==> src/logic/modem_status_pkg.sv <==
// Shared constants for the modem status tracker: register map, field layout, reset values.
package modem_status_pkg;

    ////////////////////////////////////////////////////////////////////////////
    // Bus widths
    localparam int ADDR_W = 3;
    localparam int DATA_W = 8;
    localparam int LINE_N = 4;

    ////////////////////////////////////////////////////////////////////////////
    // Register offsets on the plain register port
    localparam logic [ADDR_W-1:0] ADDR_LINE_CONTROL = 3'h0;
    localparam logic [ADDR_W-1:0] ADDR_FEATURE      = 3'h1;
    localparam logic [ADDR_W-1:0] ADDR_LINE_STATUS  = 3'h2;
    localparam logic [ADDR_W-1:0] ADDR_SCRATCH      = 3'h3;
    localparam logic [ADDR_W-1:0] ADDR_IRQ_STATUS   = 3'h4;
    localparam logic [ADDR_W-1:0] ADDR_IRQ_MASK     = 3'h5;

    ////////////////////////////////////////////////////////////////////////////
    // Modem line index: same order as the change bits 0..3 and level bits 4..7
    localparam int LINE_CTS = 0;
    localparam int LINE_DSR = 1;
    localparam int LINE_RI  = 2;
    localparam int LINE_DCD = 3;

    ////////////////////////////////////////////////////////////////////////////
    // modem_line_control fields
    localparam int CTL_DTR  = 0;
    localparam int CTL_RTS  = 1;
    localparam int CTL_USER_OUTPUT_ONE = 2;
    localparam int CTL_USER_OUTPUT_TWO = 3;
    localparam int CTL_LOOP = 4;
    localparam int CTL_W    = 5;

    // enhanced_feature_control field
    localparam int FEAT_AUTO_CTS = 7;

    ////////////////////////////////////////////////////////////////////////////
    // Reset values
    localparam logic [CTL_W-1:0]  CTL_RESET     = 5'h00;
    localparam logic [DATA_W-1:0] FEAT_RESET    = 8'h00;
    localparam logic [DATA_W-1:0] SCRATCH_RESET = 8'h00;
    localparam logic [LINE_N-1:0] LINE_ZERO     = 4'h0;
    localparam logic [LINE_N-1:0] PIN_IDLE      = 4'hF;
    localparam logic [DATA_W-1:0] DATA_ZERO     = 8'h00;

endpackage : modem_status_pkg

==> src/logic/modem_sync_if.sv <==
// Carrier between the top and the modem input synchroniser.
`timescale 1ns/1ps
interface modem_sync_if #(
    parameter int LINES = 4
);
    logic [LINES-1:0] raw_n;
    logic [LINES-1:0] synced_n;

    modport sync_side (input raw_n, output synced_n);
    modport user_side (output raw_n, input synced_n);
endinterface : modem_sync_if

==> src/logic/uart_modem_status_tracker.sv <==
// Modem status tracker: line levels, change bits, interrupts, auto flow gate, scratch byte.
//
// Overview of operation
// (RQ1) Auto flow: stop new characters while line deasserted
// (RQ2) Status bit 4: inverted line, or RTS in loopback
// (RQ3) Bit 3 set on carrier-detect change since read
// (RQ4) Bit 2 set only on ring pin rising
// (RQ5) Bit 1 set on data-set-ready change since read
// (RQ6) Bit 0 set on clear-to-send change since read
// (RQ7) Any change bit set raises modem interrupt request
// (RQ8) Eight-bit scratch byte, write and read back
// (RQ9) Reading status clears all four change bits
// (RQ10) Bit 7: inverted carrier line, or output two
// (RQ11) Bit 6: inverted ring line, or output one
// (RQ12) Bit 5: inverted data-set-ready, or DTR in loopback
// (RQ13) Synchronise inputs; change on read is kept
`timescale 1ns/1ps
module uart_modem_status_tracker
    import modem_status_pkg::*;
(
    input  wire logic              clk,
    input  wire logic              rst,
    // Register port
    input  wire logic [ADDR_W-1:0] addr,
    input  wire logic [DATA_W-1:0] wdata,
    input  wire logic              wr,
    input  wire logic              rd,
    output logic      [DATA_W-1:0] rdata,
    // Modem input pins, active low
    input  wire logic              cts_n,
    input  wire logic              dsr_n,
    input  wire logic              ri_n,
    input  wire logic              dcd_n,
    // Modem output pins, active low
    output logic                   dtr_n,
    output logic                   rts_n,
    output logic                   user_output_one_n,
    output logic                   user_output_two_n,
    // Transmitter handshake
    input  wire logic              tx_busy,
    output logic                   tx_enable,
    // Interrupts
    output logic                   msi_req,
    output logic                   irq
);

    ////////////////////////////////////////////////////////////////////////////
    // Declarations
    logic [CTL_W-1:0]  ctrl_reg;
    logic [CTL_W-1:0]  ctrl_next;
    logic [DATA_W-1:0] feat_reg;
    logic [DATA_W-1:0] feat_next;
    logic [DATA_W-1:0] scratch_reg;
    logic [DATA_W-1:0] scratch_next;
    logic [LINE_N-1:0] mask_reg;
    logic [LINE_N-1:0] mask_next;
    logic [LINE_N-1:0] status_reg;
    logic [LINE_N-1:0] status_next;
    logic [LINE_N-1:0] delta_reg;
    logic [LINE_N-1:0] delta_next;
    logic [LINE_N-1:0] irq_stat_reg;
    logic [LINE_N-1:0] irq_stat_next;
    logic [DATA_W-1:0] rdata_reg;
    logic [DATA_W-1:0] rdata_next;
    logic              tx_enable_reg;
    logic              tx_enable_next;
    logic              msi_req_reg;
    logic              msi_req_next;
    logic              irq_reg;
    logic              irq_next;
    logic              dtr_n_reg;
    logic              dtr_n_next;
    logic              rts_n_reg;
    logic              rts_n_next;
    logic              user_output_one_n_reg;
    logic              user_output_one_n_next;
    logic              user_output_two_n_reg;
    logic              user_output_two_n_next;
    logic [LINE_N-1:0] loop_src;
    logic [LINE_N-1:0] event_hit;
    logic              status_read;
    logic              loop_on;

    ////////////////////////////////////////////////////////////////////////////
    // Input synchroniser
    modem_sync_if #(.LINES(LINE_N)) sync_bus ();

    // Pin order follows the line index used by the status register
    always_comb begin
        sync_bus.raw_n           = PIN_IDLE;
        sync_bus.raw_n[LINE_CTS] = cts_n;
        sync_bus.raw_n[LINE_DSR] = dsr_n;
        sync_bus.raw_n[LINE_RI]  = ri_n;
        sync_bus.raw_n[LINE_DCD] = dcd_n;
    end

    modem_line_sync #(
        .LINES (LINE_N)
    ) u_sync (
        .clk   (clk),
        .rst   (rst),
        .lines (sync_bus.sync_side)
    );

    ////////////////////////////////////////////////////////////////////////////
    // Level source selection
    assign loop_on = ctrl_reg[CTL_LOOP];

    // Loopback feeds the status bits from our own output controls
    always_comb begin
        loop_src           = LINE_ZERO;
        loop_src[LINE_CTS] = ctrl_reg[CTL_RTS];   // [RQ2]
        loop_src[LINE_DSR] = ctrl_reg[CTL_DTR];   // [RQ12]
        loop_src[LINE_RI]  = ctrl_reg[CTL_USER_OUTPUT_ONE];  // [RQ11]
        loop_src[LINE_DCD] = ctrl_reg[CTL_USER_OUTPUT_TWO];  // [RQ10]
    end

    // Status levels are the complement of the synchronised pins outside loopback
    always_comb begin
        if (loop_on) begin
            status_next = loop_src;               // [RQ2] [RQ10] [RQ11] [RQ12]
        end else begin
            status_next = ~sync_bus.synced_n;     // [RQ2] [RQ10] [RQ11] [RQ12]
        end
    end

    ////////////////////////////////////////////////////////////////////////////
    // Change detection, one lane per line
    genvar i;
    generate
        for (i = 0; i < LINE_N; i++) begin : g_event
            if (i == LINE_RI) begin : g_ring
                // Pin rising is the status bit falling; the other edge is ignored
                assign event_hit[i] = status_reg[i] & ~status_next[i];   // [RQ4]
            end else begin : g_toggle
                // Either direction counts as a change
                assign event_hit[i] = status_reg[i] ^ status_next[i];    // [RQ3] [RQ5] [RQ6]
            end
        end
    endgenerate

    assign status_read = rd && (addr == ADDR_LINE_STATUS);

    ////////////////////////////////////////////////////////////////////////////
    // Change bits: read clears, a change in the same cycle still wins
    always_comb begin
        delta_next = delta_reg;
        if (status_read) begin
            delta_next = LINE_ZERO;               // [RQ9]
        end
        delta_next = delta_next | event_hit;      // [RQ13] [RQ3] [RQ4] [RQ5] [RQ6]
    end

    // Modem interrupt request follows the change bits, not the mask
    always_comb begin
        msi_req_next = |delta_next;               // [RQ7]
    end

    ////////////////////////////////////////////////////////////////////////////
    // Software-written registers
    always_comb begin
        ctrl_next    = ctrl_reg;
        feat_next    = feat_reg;
        scratch_next = scratch_reg;
        mask_next    = mask_reg;
        if (wr) begin
            case (addr)
                ADDR_LINE_CONTROL: begin
                    ctrl_next = wdata[CTL_W-1:0];
                end
                ADDR_FEATURE: begin
                    feat_next = wdata;
                end
                ADDR_SCRATCH: begin
                    scratch_next = wdata;         // [RQ8]
                end
                ADDR_IRQ_MASK: begin
                    mask_next = wdata[LINE_N-1:0];
                end
                default: begin
                    // Line status and unmapped offsets ignore writes; interrupt status writes are handled below
                end
            endcase
        end
    end

    ////////////////////////////////////////////////////////////////////////////
    // Sticky interrupt status: write one to clear, new event beats the clear
    always_comb begin
        irq_stat_next = irq_stat_reg;
        if (wr && (addr == ADDR_IRQ_STATUS)) begin
            irq_stat_next = irq_stat_reg & ~wdata[LINE_N-1:0];
        end
        irq_stat_next = irq_stat_next | event_hit;
        irq_next      = |(irq_stat_next & mask_next);
    end

    ////////////////////////////////////////////////////////////////////////////
    // Auto flow gate
    // Decision is only taken between characters, so a character already on
    // the wire always completes; the cost is up to one extra character latency
    always_comb begin
        tx_enable_next = tx_enable_reg;
        if (!tx_busy) begin
            tx_enable_next = !(feat_reg[FEAT_AUTO_CTS] && !status_reg[LINE_CTS]);   // [RQ1]
        end
    end

    ////////////////////////////////////////////////////////////////////////////
    // Output pins; held inactive in loopback so the far end sees nothing
    always_comb begin
        dtr_n_next  = ~ctrl_next[CTL_DTR];
        rts_n_next  = ~ctrl_next[CTL_RTS];
        user_output_one_n_next = ~ctrl_next[CTL_USER_OUTPUT_ONE];
        user_output_two_n_next = ~ctrl_next[CTL_USER_OUTPUT_TWO];
        if (ctrl_next[CTL_LOOP]) begin
            dtr_n_next  = 1'b1;
            rts_n_next  = 1'b1;
            user_output_one_n_next = 1'b1;
            user_output_two_n_next = 1'b1;
        end
    end

    ////////////////////////////////////////////////////////////////////////////
    // Read mux; data valid only in the cycle after the strobe
    always_comb begin
        rdata_next = DATA_ZERO;
        if (rd) begin
            case (addr)
                ADDR_LINE_CONTROL: begin
                    rdata_next[CTL_W-1:0] = ctrl_reg;
                end
                ADDR_FEATURE: begin
                    rdata_next = feat_reg;
                end
                ADDR_LINE_STATUS: begin
                    // Value before the clear is returned
                    rdata_next = {status_reg, delta_reg};   // [RQ2] [RQ3] [RQ4] [RQ5] [RQ6]
                end
                ADDR_SCRATCH: begin
                    rdata_next = scratch_reg;               // [RQ8]
                end
                ADDR_IRQ_STATUS: begin
                    rdata_next[LINE_N-1:0] = irq_stat_reg;
                end
                ADDR_IRQ_MASK: begin
                    rdata_next[LINE_N-1:0] = mask_reg;
                end
                default: begin
                    rdata_next = DATA_ZERO;
                end
            endcase
        end
    end

    ////////////////////////////////////////////////////////////////////////////
    // State registers
    always_ff @(posedge clk) begin
        if (rst) begin
            ctrl_reg      <= CTL_RESET;
            feat_reg      <= FEAT_RESET;
            scratch_reg   <= SCRATCH_RESET;
            mask_reg      <= LINE_ZERO;
            status_reg    <= LINE_ZERO;
            delta_reg     <= LINE_ZERO;
            irq_stat_reg  <= LINE_ZERO;
            rdata_reg     <= DATA_ZERO;
            tx_enable_reg <= 1'b1;
            msi_req_reg   <= 1'b0;
            irq_reg       <= 1'b0;
            dtr_n_reg     <= 1'b1;
            rts_n_reg     <= 1'b1;
            user_output_one_n_reg    <= 1'b1;
            user_output_two_n_reg    <= 1'b1;
        end else begin
            ctrl_reg      <= ctrl_next;
            feat_reg      <= feat_next;
            scratch_reg   <= scratch_next;
            mask_reg      <= mask_next;
            status_reg    <= status_next;
            delta_reg     <= delta_next;
            irq_stat_reg  <= irq_stat_next;
            rdata_reg     <= rdata_next;
            tx_enable_reg <= tx_enable_next;
            msi_req_reg   <= msi_req_next;
            irq_reg       <= irq_next;
            dtr_n_reg     <= dtr_n_next;
            rts_n_reg     <= rts_n_next;
            user_output_one_n_reg    <= user_output_one_n_next;
            user_output_two_n_reg    <= user_output_two_n_next;
        end
    end

    ////////////////////////////////////////////////////////////////////////////
    // Outputs, all straight from flip-flops
    assign rdata     = rdata_reg;
    assign tx_enable = tx_enable_reg;
    assign msi_req   = msi_req_reg;
    assign irq       = irq_reg;
    assign dtr_n     = dtr_n_reg;
    assign rts_n     = rts_n_reg;
    assign user_output_one_n    = user_output_one_n_reg;
    assign user_output_two_n    = user_output_two_n_reg;

endmodule : uart_modem_status_tracker

==> src/logic/modem_line_sync.sv <==
// Two-stage synchroniser for the active-low modem input lines.
`timescale 1ns/1ps
module modem_line_sync
    import modem_status_pkg::*;
#(
    parameter int LINES = LINE_N
) (
    input wire logic      clk,
    input wire logic      rst,
    modem_sync_if.sync_side lines
);

    logic [LINES-1:0] meta_reg;
    logic [LINES-1:0] meta_next;
    logic [LINES-1:0] sync_reg;
    logic [LINES-1:0] sync_next;

    ////////////////////////////////////////////////////////////////////////////
    // Per-line stages; the first stage feeds only the second
    genvar i;
    generate
        for (i = 0; i < LINES; i++) begin : g_line
            always_comb begin
                meta_next[i] = lines.raw_n[i];   // [RQ13]
                sync_next[i] = meta_reg[i];      // [RQ13]
            end
        end
    endgenerate

    // Idle level is high so a quiet line shows no change after reset
    always_ff @(posedge clk) begin
        if (rst) begin
            meta_reg <= PIN_IDLE[LINES-1:0];
            sync_reg <= PIN_IDLE[LINES-1:0];
        end else begin
            meta_reg <= meta_next;
            sync_reg <= sync_next;
        end
    end

    assign lines.synced_n = sync_reg;

endmodule : modem_line_sync

==> config.mk <==
export PLATFORM = sky130hd
export DESIGN_NAME = uart_modem_status_tracker
export DESIGN_NICKNAME = d
export VERILOG_FILES = /design/src/logic/modem_status_pkg.sv /design/src/logic/modem_sync_if.sv /design/src/logic/uart_modem_status_tracker.sv /design/src/logic/modem_line_sync.sv
export SDC_FILE = /design/constraint.sdc
export NUM_CORES = 1
export LEC_CHECK = 0
export BUFFER_PORTS_ARGS = -buffer_cell sky130_fd_sc_hd__buf_2
export CELL_PAD_IN_SITES_DETAIL_PLACEMENT = 0
export CELL_PAD_IN_SITES_GLOBAL_PLACEMENT = 1
export CORE_MARGIN = 4
export CORE_UTILIZATION = 46
export DETAILED_ROUTE_END_ITERATION = 10
export MAX_ROUTING_LAYER = met4
export PLACE_DENSITY_LB_ADDON = 0.1
export REMOVE_ABC_BUFFERS = 1
export SYNTH_ARGS = -nofsm -noshare
export SYNTH_HDL_FRONTEND = slang
export SYNTH_HIERARCHICAL = 1
export SYNTH_SLANG_ARGS = --single-unit
==> constraint.sdc <==
create_clock -name clk -period 3.2 [get_ports clk]
set_input_delay 0 -clock clk [delete_from_list [all_inputs] [get_ports clk]]
set_output_delay 0 -clock clk [all_outputs]
set_load 0.03 [all_outputs]
==> metrics.md <==
| Metric | Value |
|---|---|
| Outcome | finished clean |
| Total grt overflow | 0 |
| Ys Warns | 6 |
| Worst slew pin tran | ~0.53 ns |
| Pint | 1340 uW |
| Hold path cells | 3 |
| Total Routed Length | 5710 um |
| Critical Path Fanout Max | 10 |
| Clk buf depth | 2 |
| Die Area | 6440 um2 |
| R2R setup slack | 1.54 ns |
| Sw Ratio | 0.224 |
| Tmin final | approximately 1.7 ns |
| Antenna diodes | 0 |
| Hold Violations, Final | 0 |
| Sequential power share | 0.456 |
| Worst EP arrival | 1.90 ns |
| Max-cap viol count | 0 |
| Crit path buf inv count | 0 |
| FFs w/ async S/R, synth | 0 |
| Fillers | around 470 |
| Distinct cells, synth | 39 |
| Syn avg cell area | ~9.5 um2 |
| Core Box Area | 5070 um2 |
| Nets | 321 |
| Final Cell Area | 2970 um2 |
| Vias per inst | ~5 |
| Die Span Y | 80.2 um |
| Share of post-route cells with drive strength above 1 | 0.222 |
| #FFs+latches synth | 60 |
| First-pass GRT wire length | 9180 um |
| Clock-pin slew on the worst setup and hold paths | 0.07 ns |
| Slew Limit Fails | 0 |
| IO buf count | 34 |
| Lkg Pwr | 0.00119 uW |
| Data required time of the critical path | 3.44 ns |
| Clk pwr share | 0.461 |
| # clock sinks | 60 |
| # rows | 26 |
| Clk root buf | clkbuf_8 |
| Final Cycle Share | 0.519 |
| Commonest non-fill, non-tap cell in the layout | dfxtp_1 |
| Horiz. Die Dim | 80.2 um |
| Sequential share of the synthesized area | 0.501 |
| Hold Path Sink | rdata[2] |
| Reg2Reg Depth | 4 |
| CP startpoint kind | register |
| GP Congestion | 0.838 |
| Synth Flop Type | dfxtp_1 |
| Post-synth EDFFs | 0 |
| Peak supply drop | 316 uV |
| HP Start | rd |
| Initial Utilization | 0.473 |
| DRT iter0 DRCs | 115 |
| Highest clock rate | 602 MHz |
| Critical Path Start | ctrl_reg[4] |
| # DRC | 0 |
| TNS Setup | 0 ns |
| Gate power share | 0.083 |
| RSZ-0062 raised after global routing | false |
| Total CTS buffers | 9 |
| Sw Pwr | 386 uW |
| Overall Global Routing Usage | 0.198 |
| Mapped Area | 2400 um2 |
| Ports | 35 |
| DP HPWL | 3890 um |
| Sequential Area | around 1200 um2 |
| Vias in the first global route | 1,770 |
| Vias | 1,889 |
| Multi-input logic area | 1140 um2 |
| Setup CP Type | register to register |
| Pin count of the biggest net entering global routing | 27 |
| Terminus of the critical flop-to-flop path | irq |
| Synth top area cells | dfxtp_1 (50%), nand2_1 (6.4%), a21oi_1 (5.0%), mux2i_1 (4.6%), mux2_2 (4.2%) |
| Critical path's largest stage delay | 0.51 ns |
| # H-tree levels | 3 |
| Synth-to-Final Area Change | 23.9% |
| Synth top area share | 0.501 |
| Top delay family on crit path | compound AO/OA/AOI/OAI gates |
| Hold Path Class | input port to register |
| Final ANT Viol Nets | 0 |
| Setup Viol. Count Final | 0 |
| Clock tree from TritonCTS | built |
| WL per Instance | around 15 um |
| Cells after Synth | 253 |
| Clock skew | 0.00928 ns |
| Most frequent cells in the layout | dfxtp_1 (60), nand2_1 (41), buf_2 (34) |
| Slowest-stage cell, CP | dfxtp_1 |
| Worst-path cell chain | or2b_1 -> a21boi_0 -> o21bai_1 -> a41oi_1 |
| Pwr per Cell Area | 580 nW/um2 |
| Normalized max-slew margin | 0.644 |
| Number of antenna violations at the first check in global routing | 0 |
| Clock latency on the worst-skew pair | roughly 0.33 ns |
| DRT Pass-1 Iters | 4 |
| CP endpoint kind | register |
| Leading area contributor after synthesis | dfxtp_1 |
| Area after DPL | 2610 um2 |
| FF-to-FF Start | ctrl_reg[4] |
-- stage by stage --
step,power [uW],cells,util,worst slack [ns],hold WS (ns)
floorplan,872,242,-,1.93,0.0691
global placement,933,347,0.514,1.53,0.175
detailed placement,933,347,0.514,1.56,0.180
CTS,1740,376,0.586,1.52,0.0613
global route,1780,376,0.586,1.31,0.0813
finish,1720,376,0.586,1.54,0.0724
-- kinds of logic after synthesis --
| family | after synthesis | synth area share |
|---|---|---|
| flops | 60 | 0.501 |
| mux | 22 | 0.107 |
| simple gates | 112 | 0.241 |
| buf+inv | 11 | 0.0245 |
| compound gates | 48 | 0.127 |
-- final cells by class --
cell class | count | share of cell area
multi-input combinational | 182 | 0.383
clock buffer | 13 | 0.0568
tap | 70 | 0.0295
timing repair buffer | 48 | 0.104
clock inverter | 3 | 0.0227
sequential | 60 | 0.404
-- how the worst max path moves through the flow --
stage / endpoint / cells past startpoint
floorplan: irq / 4
global placement: irq / 4
detailed placement: irq / 4
CTS: irq / 4
global route: irq / 4
finish: irq / 4
-- synth_stat cells, drive strengths merged (2+ instances only) --
cell    count
a22oi       4
mux2i      11
nand2b      5
mux2        9
or2         9
mux4        2
nor3        7
buf         6
o21bai      2
clkbuf      5
a21boi      6
o31ai       3
a21oi      24
a41oi       2
nor2       24
dfxtp      60
a211oi      2
o21a        2
nand2      41
nor2b      12
and3b       4
-- worst min-delay path, cell delays in order --
cell      delay (ns)
buf_2           0.10
nand2b_1        0.18
a21oi_1         0.06
-- power by group through the flow --
stage               Combinational (uW)  Sequential [uW]  Clock (uW)
floorplan                         64.7              807           0
global placement                   130              803           0
detailed placement                 130              803           0
CTS                                143              786         807
global route                       159              789         836
finish                             143              786         794
-- layer usage --
metal  GRT usage  wire, um
met1       0.276      2850
met5           -         0
met4      0.0912       106
met3      0.0392       280
met2       0.274      2470
-- timing repair --
| action | CTS | global route |
|---|---|---|
| gates resized for setup | 0 | 0 |
| setup buffers | 0 | 0 |
| endpoints found under the hold margin | 21 | 0 |
| hold buffers | 13 | 0 |
(Power assumes the default switching activity.)
